[src/pkg/oxad_regs.svh]
// address map, enable bit positions, reset values and wait counts of the xbus address decoder
// assumes a 24-bit byte address from the cpu and 16-bit configuration words held outside
//
// Summary of operation
// - small ram mapped only when both enables set
// - small ram disabled: range goes external
// - large ram at programmed window when enabled
// - global enable clear: large window goes external
// - large ram window starts 09'0000h after reset
// - 8k variant mirrors every 8k boundary
// - 16k variant decodes 09'0000h to 09'3FFFh
// - ram accesses: no waits, byte and word
// - first can window needs global and bit0
// - second can window needs global and bit1
// - rtc window needs global and bit4
// - extra pwm window needs global and bit6
// - second async serial needs global and bit7
// - second sync serial needs global and bit8
// - i2c window needs global and bit9
// - misc features window needs global and bit10
// - peripheral windows: word only, two waits
// - can in use: four segment address lines
// - disabled peripheral claims nothing, stays invisible
// - bootstrap shows flash test sector at zero
// - one 16-mbyte space, byte and word
`ifndef OXAD_REGS_SVH
`define OXAD_REGS_SVH

// ---------------------------------------------------------------
// enable bit positions in the peripheral config word
// ---------------------------------------------------------------
`define OXAD_EN_FIRST_CAN_CONTROLLER 0
`define OXAD_EN_SECOND_CAN_CONTROLLER 1
`define OXAD_EN_SMALL_EXTENSION_RAM 2
`define OXAD_EN_LARGE_EXTENSION_RAM 3
`define OXAD_EN_RTC 4
`define OXAD_EN_PWM 6
`define OXAD_EN_ASC 7
`define OXAD_EN_SSC 8
`define OXAD_EN_I2C 9
`define OXAD_EN_MISC 10

// ---------------------------------------------------------------
// fixed windows: peripheral pages as address bits [23:8], ram and flash bounds as full addresses
// ---------------------------------------------------------------
`define OXAD_PG_FIRST_CAN_CONTROLLER 16'h00EF
`define OXAD_PG_SECOND_CAN_CONTROLLER 16'h00EE
`define OXAD_PG_RTC 16'h00ED
`define OXAD_PG_PWM 16'h00EC
`define OXAD_PG_ASC 16'h00E9
`define OXAD_PG_SSC 16'h00E8
`define OXAD_PG_I2C 16'h00EA
`define OXAD_PG_MISC 16'h00EB
`define OXAD_SMALL_EXTENSION_RAM_LO 24'h00E000
`define OXAD_SMALL_EXTENSION_RAM_HI 24'h00E7FF
`define OXAD_TEST_HI 24'h001FFF
`define OXAD_FL_A_HI 24'h007FFF
`define OXAD_FL_B_LO 24'h018000
`define OXAD_FL_B_HI 24'h04FFFF

// ---------------------------------------------------------------
// reset values and timing counts
// ---------------------------------------------------------------
// window word: [15:4] start bits 23:12, [3:0] size code, 4 kbyte << code
`define OXAD_LARGE_EXTENSION_RAM_WIN_RST 16'h0902
`define OXAD_XBUS_WAITS 2'h2
`define OXAD_RAM_WAITS 2'h0
`define OXAD_SEG_LINES_FULL 4'h8
`define OXAD_SEG_LINES_CAN 4'h4

`endif

[src/pkg/oxad_pkg.sv]
// types shared by the xbus address decoder and its bench
// assumes nothing beyond a systemverilog compiler
package oxad_pkg;

  // where a decoded access goes
  typedef enum logic [3:0] {
    TGT_EXT,
    TGT_FLASH_TEST,
    TGT_FLASH,
    TGT_SMALL_EXTENSION_RAM,
    TGT_LARGE_EXTENSION_RAM,
    TGT_FIRST_CAN_CONTROLLER,
    TGT_SECOND_CAN_CONTROLLER,
    TGT_RTC,
    TGT_PWM,
    TGT_ASC,
    TGT_SSC,
    TGT_I2C,
    TGT_MISC
  } oxad_target_t;

  typedef enum logic {
    ST_IDLE,
    ST_WAIT
  } oxad_state_t;

endpackage

[src/rtl/oxad_decoder.sv]
// cpu address decoder for on-chip ram, xbus peripherals and the external bus
// assumes one request at a time from the cpu, held configuration levels and
// a single 10 mhz clock with synchronous active-high reset
`include "oxad_regs.svh"

module oxad_decoder #(
  parameter int LARGE_XRAM_KB = 16,
  parameter int EXT_WAITS = 1,
  parameter int N_SEL = 4
) (
  input wire logic i_clk,
  input wire logic i_rst,
  input wire logic i_req,
  input wire logic [23:0] i_addr,
  input wire logic i_byte,
  input wire logic i_bootstrap,
  input wire logic i_xbus_global_enable,
  input wire logic [15:0] i_xbus_periph_config,
  input wire logic i_xram_win_load,
  input wire logic [15:0] i_xram_win_data,
  input wire logic [15:0] i_ext_address_select [N_SEL],
  output logic o_busy,
  output logic o_sel_valid,
  output oxad_pkg::oxad_target_t o_target,
  output logic [13:0] o_ram_index,
  output logic [2:0] o_ext_set,
  output logic o_access_error,
  output logic o_done,
  output logic [15:0] o_large_xram_window_select,
  output logic [7:0] o_periph_visible,
  output logic [3:0] o_seg_addr_lines
);

  // ---------------------------------------------------------------
  // elaboration checks
  // ---------------------------------------------------------------
  if (LARGE_XRAM_KB != 8 && LARGE_XRAM_KB != 16) begin : g_bad_ram
    $error("LARGE_XRAM_KB must be 8 or 16");
  end
  if (EXT_WAITS < 0 || EXT_WAITS > 3) begin : g_bad_wait
    $error("EXT_WAITS must be 0 to 3");
  end
  if (N_SEL < 1 || N_SEL > 7) begin : g_bad_sel
    $error("N_SEL must be 1 to 7");
  end

  // ---------------------------------------------------------------
  // peripheral window table
  // ---------------------------------------------------------------
  localparam logic [15:0] PAGE [8] = '{`OXAD_PG_FIRST_CAN_CONTROLLER, `OXAD_PG_SECOND_CAN_CONTROLLER, `OXAD_PG_RTC, `OXAD_PG_PWM,
                                      `OXAD_PG_ASC, `OXAD_PG_SSC, `OXAD_PG_I2C, `OXAD_PG_MISC};
  localparam int ENBIT [8] = '{`OXAD_EN_FIRST_CAN_CONTROLLER, `OXAD_EN_SECOND_CAN_CONTROLLER, `OXAD_EN_RTC, `OXAD_EN_PWM,
                               `OXAD_EN_ASC, `OXAD_EN_SSC, `OXAD_EN_I2C, `OXAD_EN_MISC};
  localparam oxad_pkg::oxad_target_t PTGT [8] = '{oxad_pkg::TGT_FIRST_CAN_CONTROLLER, oxad_pkg::TGT_SECOND_CAN_CONTROLLER,
      oxad_pkg::TGT_RTC, oxad_pkg::TGT_PWM, oxad_pkg::TGT_ASC, oxad_pkg::TGT_SSC,
      oxad_pkg::TGT_I2C, oxad_pkg::TGT_MISC};
  localparam logic [1:0] EXT_W = 2'(EXT_WAITS);
  localparam logic [13:0] RAM_MASK = (LARGE_XRAM_KB == 8) ? 14'h1FFF : 14'h3FFF;

  // window word match: start in [15:4], size 4 kbyte << code in [3:0]
  function automatic logic win_hit(input logic [23:0] a, input logic [15:0] w);
    logic [11:0] low;
    low = (12'h001 << w[3:0]) - 12'h001;
    return ((a[23:12] ^ w[15:4]) & ~low) == 12'h000;
  endfunction

  // ---------------------------------------------------------------
  // state
  // ---------------------------------------------------------------
  oxad_pkg::oxad_state_t state_r, state_nxt;
  oxad_pkg::oxad_target_t tgt_r, tgt_nxt;
  logic busy_r, busy_nxt;
  logic sel_r, sel_nxt;
  logic err_r, err_nxt;
  logic done_r, done_nxt;
  logic [13:0] idx_r, idx_nxt;
  logic [2:0] set_r, set_nxt;
  logic [15:0] win_r, win_nxt;
  logic [7:0] vis_r, vis_nxt;
  logic [3:0] seg_r, seg_nxt;
  logic [1:0] waits;
  logic accept;
  logic wait_last;
  oxad_pkg::oxad_target_t dec_tgt;
  logic [13:0] dec_idx;
  logic [2:0] dec_set;
  logic dec_err;

  assign accept = (state_r == oxad_pkg::ST_IDLE) && i_req;

  // ---------------------------------------------------------------
  // address decode, first match wins
  // ---------------------------------------------------------------
  // the whole 24-bit space is one map; byte and word both pass except on peripherals
  // one flat byte-or-word map
  always_comb begin
    dec_tgt = oxad_pkg::TGT_EXT;
    dec_idx = 14'h0000;
    dec_set = 3'h0;
    dec_err = 1'b0;
    waits = EXT_W;
    if (i_bootstrap && i_addr <= `OXAD_TEST_HI) begin
      dec_tgt = oxad_pkg::TGT_FLASH_TEST;
      waits = `OXAD_RAM_WAITS;
    end else if (i_addr <= `OXAD_FL_A_HI || (i_addr >= `OXAD_FL_B_LO && i_addr <= `OXAD_FL_B_HI)) begin
      dec_tgt = oxad_pkg::TGT_FLASH;
      waits = `OXAD_RAM_WAITS;
    end else if (i_xbus_global_enable && i_xbus_periph_config[`OXAD_EN_SMALL_EXTENSION_RAM]
                 && i_addr >= `OXAD_SMALL_EXTENSION_RAM_LO && i_addr <= `OXAD_SMALL_EXTENSION_RAM_HI) begin
      dec_tgt = oxad_pkg::TGT_SMALL_EXTENSION_RAM;
      dec_idx = {3'h0, i_addr[10:0]};
      waits = `OXAD_RAM_WAITS;
    end else if (i_xbus_global_enable && i_xbus_periph_config[`OXAD_EN_LARGE_EXTENSION_RAM] && win_hit(i_addr, win_r)) begin
      dec_tgt = oxad_pkg::TGT_LARGE_EXTENSION_RAM;
      // low bits masked to the ram size, so the ram mirrors every 8 or 16 kbyte
      dec_idx = i_addr[13:0] & RAM_MASK;
      waits = `OXAD_RAM_WAITS;
    end else if (i_xbus_global_enable) begin
      for (int k = 0; k < 8; k++) begin
        if (i_xbus_periph_config[ENBIT[k]] && i_addr[23:8] == PAGE[k]) begin
          dec_tgt = PTGT[k];
          dec_idx = {6'h00, i_addr[7:0]};
          dec_err = i_byte;
          waits = `OXAD_XBUS_WAITS;
        end
      end
    end
    if (dec_tgt == oxad_pkg::TGT_EXT) begin
      for (int k = N_SEL - 1; k >= 0; k--) begin
        if (win_hit(i_addr, i_ext_address_select[k])) begin
          dec_set = 3'(k + 1);
        end
      end
    end
    // a refused byte access ends at once so the cpu is not stalled
    if (dec_err) begin
      waits = 2'h0;
    end
  end

  // ---------------------------------------------------------------
  // access sequencing
  // ---------------------------------------------------------------
  // zero-wait targets finish with the select pulse, others hold busy
  always_comb begin
    state_nxt = state_r;
    tgt_nxt = tgt_r;
    idx_nxt = idx_r;
    set_nxt = set_r;
    sel_nxt = 1'b0;
    err_nxt = 1'b0;
    done_nxt = 1'b0;
    unique case (state_r)
      oxad_pkg::ST_IDLE: begin
        if (i_req) begin
          tgt_nxt = dec_tgt;
          idx_nxt = dec_idx;
          set_nxt = dec_set;
          sel_nxt = 1'b1;
          err_nxt = dec_err;
          if (waits == 2'h0) begin
            done_nxt = 1'b1;
          end else begin
            state_nxt = oxad_pkg::ST_WAIT;
          end
        end
      end
      oxad_pkg::ST_WAIT: begin
        if (wait_last) begin
          done_nxt = 1'b1;
          state_nxt = oxad_pkg::ST_IDLE;
        end
      end
    endcase
    busy_nxt = (state_nxt == oxad_pkg::ST_WAIT);
  end

  always_ff @(posedge i_clk) begin
    if (i_rst) begin
      state_r <= oxad_pkg::ST_IDLE;
      tgt_r <= oxad_pkg::TGT_EXT;
      idx_r <= 14'h0000;
      set_r <= 3'h0;
      sel_r <= 1'b0;
      err_r <= 1'b0;
      done_r <= 1'b0;
      busy_r <= 1'b0;
    end else begin
      state_r <= state_nxt;
      tgt_r <= tgt_nxt;
      idx_r <= idx_nxt;
      set_r <= set_nxt;
      sel_r <= sel_nxt;
      err_r <= err_nxt;
      done_r <= done_nxt;
      busy_r <= busy_nxt;
    end
  end

  oxad_wait_ctr u_wait (
    .i_clk(i_clk),
    .i_rst(i_rst),
    .i_load(accept),
    .i_waits(waits),
    .o_last(wait_last)
  );

  // ---------------------------------------------------------------
  // window register and peripheral visibility
  // ---------------------------------------------------------------
  // visibility also tells the pin and interrupt owners which units may claim them
  always_comb begin
    win_nxt = i_xram_win_load ? i_xram_win_data : win_r;
    for (int k = 0; k < 8; k++) begin
      vis_nxt[k] = i_xbus_global_enable & i_xbus_periph_config[ENBIT[k]];
    end
    // can in use cuts segment lines
    seg_nxt = (vis_nxt[0] | vis_nxt[1]) ? `OXAD_SEG_LINES_CAN : `OXAD_SEG_LINES_FULL;
  end

  always_ff @(posedge i_clk) begin
    if (i_rst) begin
      win_r <= `OXAD_LARGE_EXTENSION_RAM_WIN_RST;
      vis_r <= 8'h00;
      seg_r <= `OXAD_SEG_LINES_FULL;
    end else begin
      win_r <= win_nxt;
      vis_r <= vis_nxt;
      seg_r <= seg_nxt;
    end
  end

  assign o_busy = busy_r;
  assign o_sel_valid = sel_r;
  assign o_target = tgt_r;
  assign o_ram_index = idx_r;
  assign o_ext_set = set_r;
  assign o_access_error = err_r;
  assign o_done = done_r;
  assign o_large_xram_window_select = win_r;
  assign o_periph_visible = vis_r;
  assign o_seg_addr_lines = seg_r;
endmodule

[src/rtl/oxad_wait_ctr.sv]
// wait-state down counter for one access of the decoder
// assumes a load only while idle and a count of at least one
module oxad_wait_ctr (
  input wire logic i_clk,
  input wire logic i_rst,
  input wire logic i_load,
  input wire logic [1:0] i_waits,
  output logic o_last
);

  logic [1:0] cnt_r;
  logic [1:0] cnt_nxt;

  // load on accept, then count down to zero and stop
  always_comb begin
    cnt_nxt = cnt_r;
    if (i_load) begin
      cnt_nxt = i_waits;
    end else if (cnt_r != 2'h0) begin
      cnt_nxt = cnt_r - 2'h1;
    end
  end

  always_ff @(posedge i_clk) begin
    if (i_rst) begin
      cnt_r <= 2'h0;
    end else begin
      cnt_r <= cnt_nxt;
    end
  end

  assign o_last = (cnt_r == 2'h1);

endmodule

[config.mk]
export PLATFORM = sky130hd
export DESIGN_NAME = oxad_decoder
export DESIGN_NICKNAME = d
export VERILOG_FILES = /design/src/pkg/oxad_pkg.sv /design/src/rtl/oxad_decoder.sv /design/src/rtl/oxad_wait_ctr.sv
export VERILOG_INCLUDE_DIRS = /design/src /design/src/pkg
export SDC_FILE = /design/constraint.sdc
export NUM_CORES = 1
export LEC_CHECK = 0
export ABC_AREA = 1
export ABC_CLOCK_PERIOD_IN_PS = 3400
export BUFFER_PORTS_ARGS = -buffer_cell sky130_fd_sc_hd__buf_4
export CAP_MARGIN = 20
export CORE_MARGIN = 3
export CORE_UTILIZATION = 30
export DETAILED_ROUTE_END_ITERATION = 12
export GPL_TIMING_DRIVEN = 0
export PLACE_DENSITY = 0.59
export SYNTH_ARGS = -nofsm -noshare
export SYNTH_HDL_FRONTEND = slang
export SYNTH_SLANG_ARGS = --single-unit
[constraint.sdc]
create_clock -name i_clk -period 3.4 [get_ports i_clk]
set_clock_uncertainty 0.2 [all_clocks]
set_input_delay 1.02 -clock i_clk [delete_from_list [all_inputs] [get_ports i_clk]]
set_output_delay 1.02 -clock i_clk [all_outputs]
set_load 0.03 [all_outputs]
# After elaboration in Yosys (flattened, before gate mapping)
# Index checks and enable logic that the tools add are counted.
dict set report totals {
  wordCells 162
  output_inout_bits 53
  reg_bits 55
  input_bits 127
}
dict set report classes {
  n_reduce_logical 29
  addsub 6
  eq_ne 9
  bitwise 26
  n_mux 70
  shift 5
  order_cmp 6
}
# cell n
set op_table {}
lappend op_table {{$mux W14} 12}
lappend op_table {{$eq A16 B8 Y1 const B} 8}
lappend op_table {{$and A12 B12 Y12} 5}
lappend op_table {{$logic_not A12 Y1} 5}
lappend op_table {{$not A12 Y12} 5}
lappend op_table {{$shl A1 B4 Y12 const A} 5}
lappend op_table {{$sub A12 B1 Y12 const B} 5}
lappend op_table {{$xor A12 B12 Y12} 5}
lappend op_table {{$mux W4} 13}
lappend op_table {{$mux W2} 16}
lappend op_table {{$ge A24 B16 Y1 const B} 1}
lappend op_table {{$ge A24 B17 Y1 const B} 1}
lappend op_table {{$le A24 B13 Y1 const B} 1}
lappend op_table {{$le A24 B15 Y1 const B} 1}
lappend op_table {{$le A24 B16 Y1 const B} 1}
lappend op_table {{$le A24 B19 Y1 const B} 1}
lappend op_table {{$mux W1} 20}
lappend op_table {{$mux W3} 6}
lappend op_table {{$logic_and A1 B1 Y1} 16}
lappend op_table {{$and A1 B1 Y1} 8}
lappend op_table {{$mux W8} 1}
lappend op_table {{$logic_not A4 Y1} 1}
lappend op_table {{$pmux W1 S2} 2}
lappend op_table {{$reduce_bool A2 Y1} 2}
lappend op_table {{other kinds (9)} 10}

# Depth between registers and ports, before layout
dict set report depth {
  word_depth 20
  mapped_depth 18
  depth_no_buf 17
}

# Cells and area by module
# Synthesis repeated with hierarchy kept, for this count alone.
dict set report hier_totals {
  hier_cells 739
  area_unflattened_um2 4516.8
}
# module area_each_um2 seq_area_each_um2 n_inst cells_per_inst
set by_module_without_submodules {}
lappend by_module_without_submodules {oxad_decoder 4379.2 1021.0 1 717}
lappend by_module_without_submodules {oxad_wait_ctr 137.6 40.0 1 22}

# Worst setup path before layout
# Ideal clock, no wire load.
dict set report synth_path {
  path_kind {input to register}
  start {in i_ext_address_select[51] (netlist bit)}
  end {reg set_r[0] (netlist: o_ext_set[0])}
  cell_stages 16
  arrival_ns 2.537
  t_required_ns 3.129
  setup_slack_ns 0.592
  n_path_buf 0
  setup_ns 0.071
  path_cell_list {nor2_1 > inv_1 > nor2_1 > inv_1 > ha_1 > inv_1 > a21oi_1 > inv_1 > nand3_1 > nand3_1 > nand3_1 > nor2_1 > inv_1 > nand2_1 > nand3_1 > a21oi_1}
}
dict set report synth_between {
  elab_chain_len 7
}
# item line_no
set synth_rtl {}
lappend synth_rtl {{from (decl)} oxad_decoder.sv:21} ;# input wire logic [15:0] i_ext_address_select [N_SEL],
lappend synth_rtl {{$shl A1 B4 Y12} oxad_decoder.sv:63} ;# low = (12'h001 << w[3:0]) - 12'h001;
lappend synth_rtl {{$sub A12 B1 Y12} oxad_decoder.sv:63}
lappend synth_rtl {{$not A12 Y12} oxad_decoder.sv:64} ;# return ((a[23:12] ^ w[15:4]) & ~low) == 12'h000;
lappend synth_rtl {{$and A12 B12 Y12} oxad_decoder.sv:64}
lappend synth_rtl {{$logic_not A12 Y1} oxad_decoder.sv:64}
lappend synth_rtl {{$mux W3} oxad_decoder.sv:130} ;# if (win_hit(i_addr, i_ext_address_select[k])) begin
lappend synth_rtl {{$mux W3} oxad_decoder.sv:128} ;# if (dec_tgt == oxad_pkg::TGT_EXT) begin
lappend synth_rtl {{to (signal assigned)} oxad_decoder.sv:192} ;# set_r <= set_nxt;
lappend synth_rtl {{to (decl)} oxad_decoder.sv:77} ;# logic [2:0] set_r, set_nxt;
# No other way between the ends.
# A chain may end at the register's enable or synchronous reset.

# Worst setup path in the final report
# Same ends and word-level chain as after synthesis.

==> results.ini <==
[synthesis]
yosysSeqAreaShare_pct=24.5
synth_top_area_cell=dfxtp_1
synth-main-ff-cell=dfxtp_1
synthesis.area_um2=4340
synth.avg_cell_area_um2=6.03
synthCells=719
yosys.area.top_type_share_pct=24.5
synth_edf_count=0
yosysUniqueCellTypes=39
async_flop_share_pct=0
synth_area_leaders=dfxtp_1, nand2_1, nand3_1, nor2_1, inv_1
ys_seq_elements=53
yosys_warnings=0

[route]
via_count=5040
drtAntennaViolNets=0
via_per_inst=4.73
first_pass_iters=5
drt_iter0_markers=419
wirelength_mm=15.4
drc=0
avgRoutedWirePerCell_um=14.5

[grt]
grt_use_met1_pct=25.0
grt_pass1_vias=4816
track_usage_pct=18.8
grt_pass1_wl_mm=24.2
grt_max_degree=17
grt_use_met3_pct=4.96
grt_antenna_before_repair=0
gr-usage-met2_pct=30.4
grt.overflow.total=0
busiest_layer=met2

[die]
row_count=43
ioPinCount=180
die_w_um=126
core-area_um2=14000
die_h_um=126
design.die.area_um2=15900
start_util_pct=31.0

[run_status]
status=complete, no violations

[cells_and_area]
diodes=0
multiInputGateArea_um2=2760
final_cell_area_um2=5900
nFillCells=1547
post_route_cells_drive_above_1_share_pct=24.9
synthToLayoutAreaGrowth_pct=36.0
seqCellArea_um2=1060
fin_nets=1019

[cts]
cts.sinks=53
clk_pin_slew_worst_paths_ps=70
cts_tree=yes
postCtsSetupRepairBufs=0
ctsRootBufferMaster=clkbuf_16
clk_latency_ps=300
cts_buffers=5
clock_path_buffers=2
ctsHtreeMaxLevel=2

[timing]
grt_setup_unrepaired=no
hold_violations=0
slew_headroom_pct=57.5
period_needed_ps=3040
setup_viol=0
fmaxAchievable_ghz=0.329
worst_slew_pin_slew_ps=637
post-route-period-util_pct=89.4
fin_tns_setup_ps=0
slew_violations=0

[pwr]
power_mw=1.80
p_leak_nw=3.05
power_density_nw_per_um2=304
ir_worst_vdd_mv=0.313

[worst_hold_path]
hold_class=flip-flop to flip-flop

[setup_path]
worstSetupPathType=input pin to flip-flop
r2r_setup_slack_ps=880
arrival_ps=3070
cp.required_ps=3430
crit_path_end_kind=flip-flop
worstPathMaxFanout=7
cp-start-kind=input pin

[placed_design]
gp_congestion=0.870
place_hpwl_mm=12.4
io_buffers=158
dpl_cell_area_um2=5750

[run]
cap_violations=0

## final timing paths
check | start | end | cells after the start
worst max-delay path | i_ext_address_select[51] | o_ext_set[0]$_SDFFE_PP0P_ | 17
worst max register to register | o_large_xram_window_select[2]$_SDFFE_PP0P_ | o_target[0]$_SDFFE_PP0P_ | 15
worst min-delay path | o_ext_set[1]$_SDFFE_PP0P_ | o_ext_set[1]$_SDFFE_PP0P_ | 2
worst min register to register | o_ext_set[1]$_SDFFE_PP0P_ | o_ext_set[1]$_SDFFE_PP0P_ | 2
## cell type report
| type | count | share of cell area [%] |
|---|---|---|
| buffer | 30 | 3.07 |
| clock buffer | 6 | 2.18 |
| clock inverter | 2 | 0.254 |
| inverter | 92 | 5.85 |
| multi-input combinational | 545 | 46.7 |
| sequential | 53 | 18.0 |
| tap | 180 | 3.82 |
| timing repair buffer | 158 | 20.1 |
## stage by stage
step	utilization (%)	setup WS [ps]	instances	hold WS, ps
CTS	42.2	216	1066	269
global route	42.2	55.0	1066	287
floorplan	-	592	720	264
global placement	41.1	-105	1058	256
finish	42.2	360	1066	269
detailed placement	41.1	-82.1	1058	258
## cells in the mapped netlist, types with 8 or more instances
master / count
a21oi_1: 34
buf_2: 10
clkbuf_1: 8
dfxtp_1: 53
inv_1: 86
nand2_1: 152
nand3_1: 106
nor2_1: 100
o21ai_0: 44
xnor2_1: 11
xor2_1: 31
## routing by layer
layer,wire [um],vias up
met1,6960,2195
met4,239,0
li1,-,2645
met2,6790,186
met5,0,-
met3,1430,14
## state kept, by name, summed over array words and instances (netlist names)
| name | flops |
|---|---|
| o_done | 1 |
| u_wait.cnt_r | 2 |
| o_sel_valid | 1 |
| o_busy | 1 |
| o_access_error | 1 |
| o_large_xram_window_select | 16 |
| o_ext_set | 3 |
| o_target | 4 |
| o_seg_addr_lines | 2 |
| o_periph_visible | 8 |
| o_ram_index | 14 |
## where the power goes
part	switching [mW]	leakage, nW	internal [mW]
Combinational	0.361	2.55	0.255
Clock	0.231	0.0631	0.274
Sequential	0.0238	0.435	0.652
## cells by family after synthesis
kind of cell	after synthesis	share of synthesized area, %
AND/OR/NAND/NOR	398	40.5
buffers and inverters	122	12.1
AO/OA/AOI/OAI	96	12.4
flip-flops	53	24.5
XOR/XNOR	42	8.48
adder cells (fa/ha/maj)	7	2.02
other	1	0.0864
## critical path: stages
cell and delay [ps]:
buf_4 140, nor2_1 220, inv_1 120, nor2_1 160, inv_1 60, ha_1 220, inv_1 100, a21oi_1 90
inv_1 120, nand3_1 80, nand3_1 80, nand3_1 90, nor2_2 230, inv_1 60, nand2_1 70, nand3_1 80
a21oi_1 120
## cells in the final DEF, fill, tap and decap left out, types with 4 or more instances in the layout
cell type  count
a21oi_1       34
buf_2         10
buf_4        165
buf_6          4
clkbuf_1       9
clkbuf_16      5
dfxtp_1       53
ha_1           7
inv_1         86
inv_2          5
nand2_1      152
nand2_2        7
nand3_1      106
nand4_1        7
nor2_1        99
nor2_2         8
o2111ai_1      4
o21ai_0       44
or2_2          7
xnor2_1       11
xor2_1        31
## timing repair
item                       in CTS  in global routing
resized for setup               0                  1
setup endpoints to repair       0                  1
hold buffers                    0                  0
No activity file was read; power rests on OpenSTA's default activity.
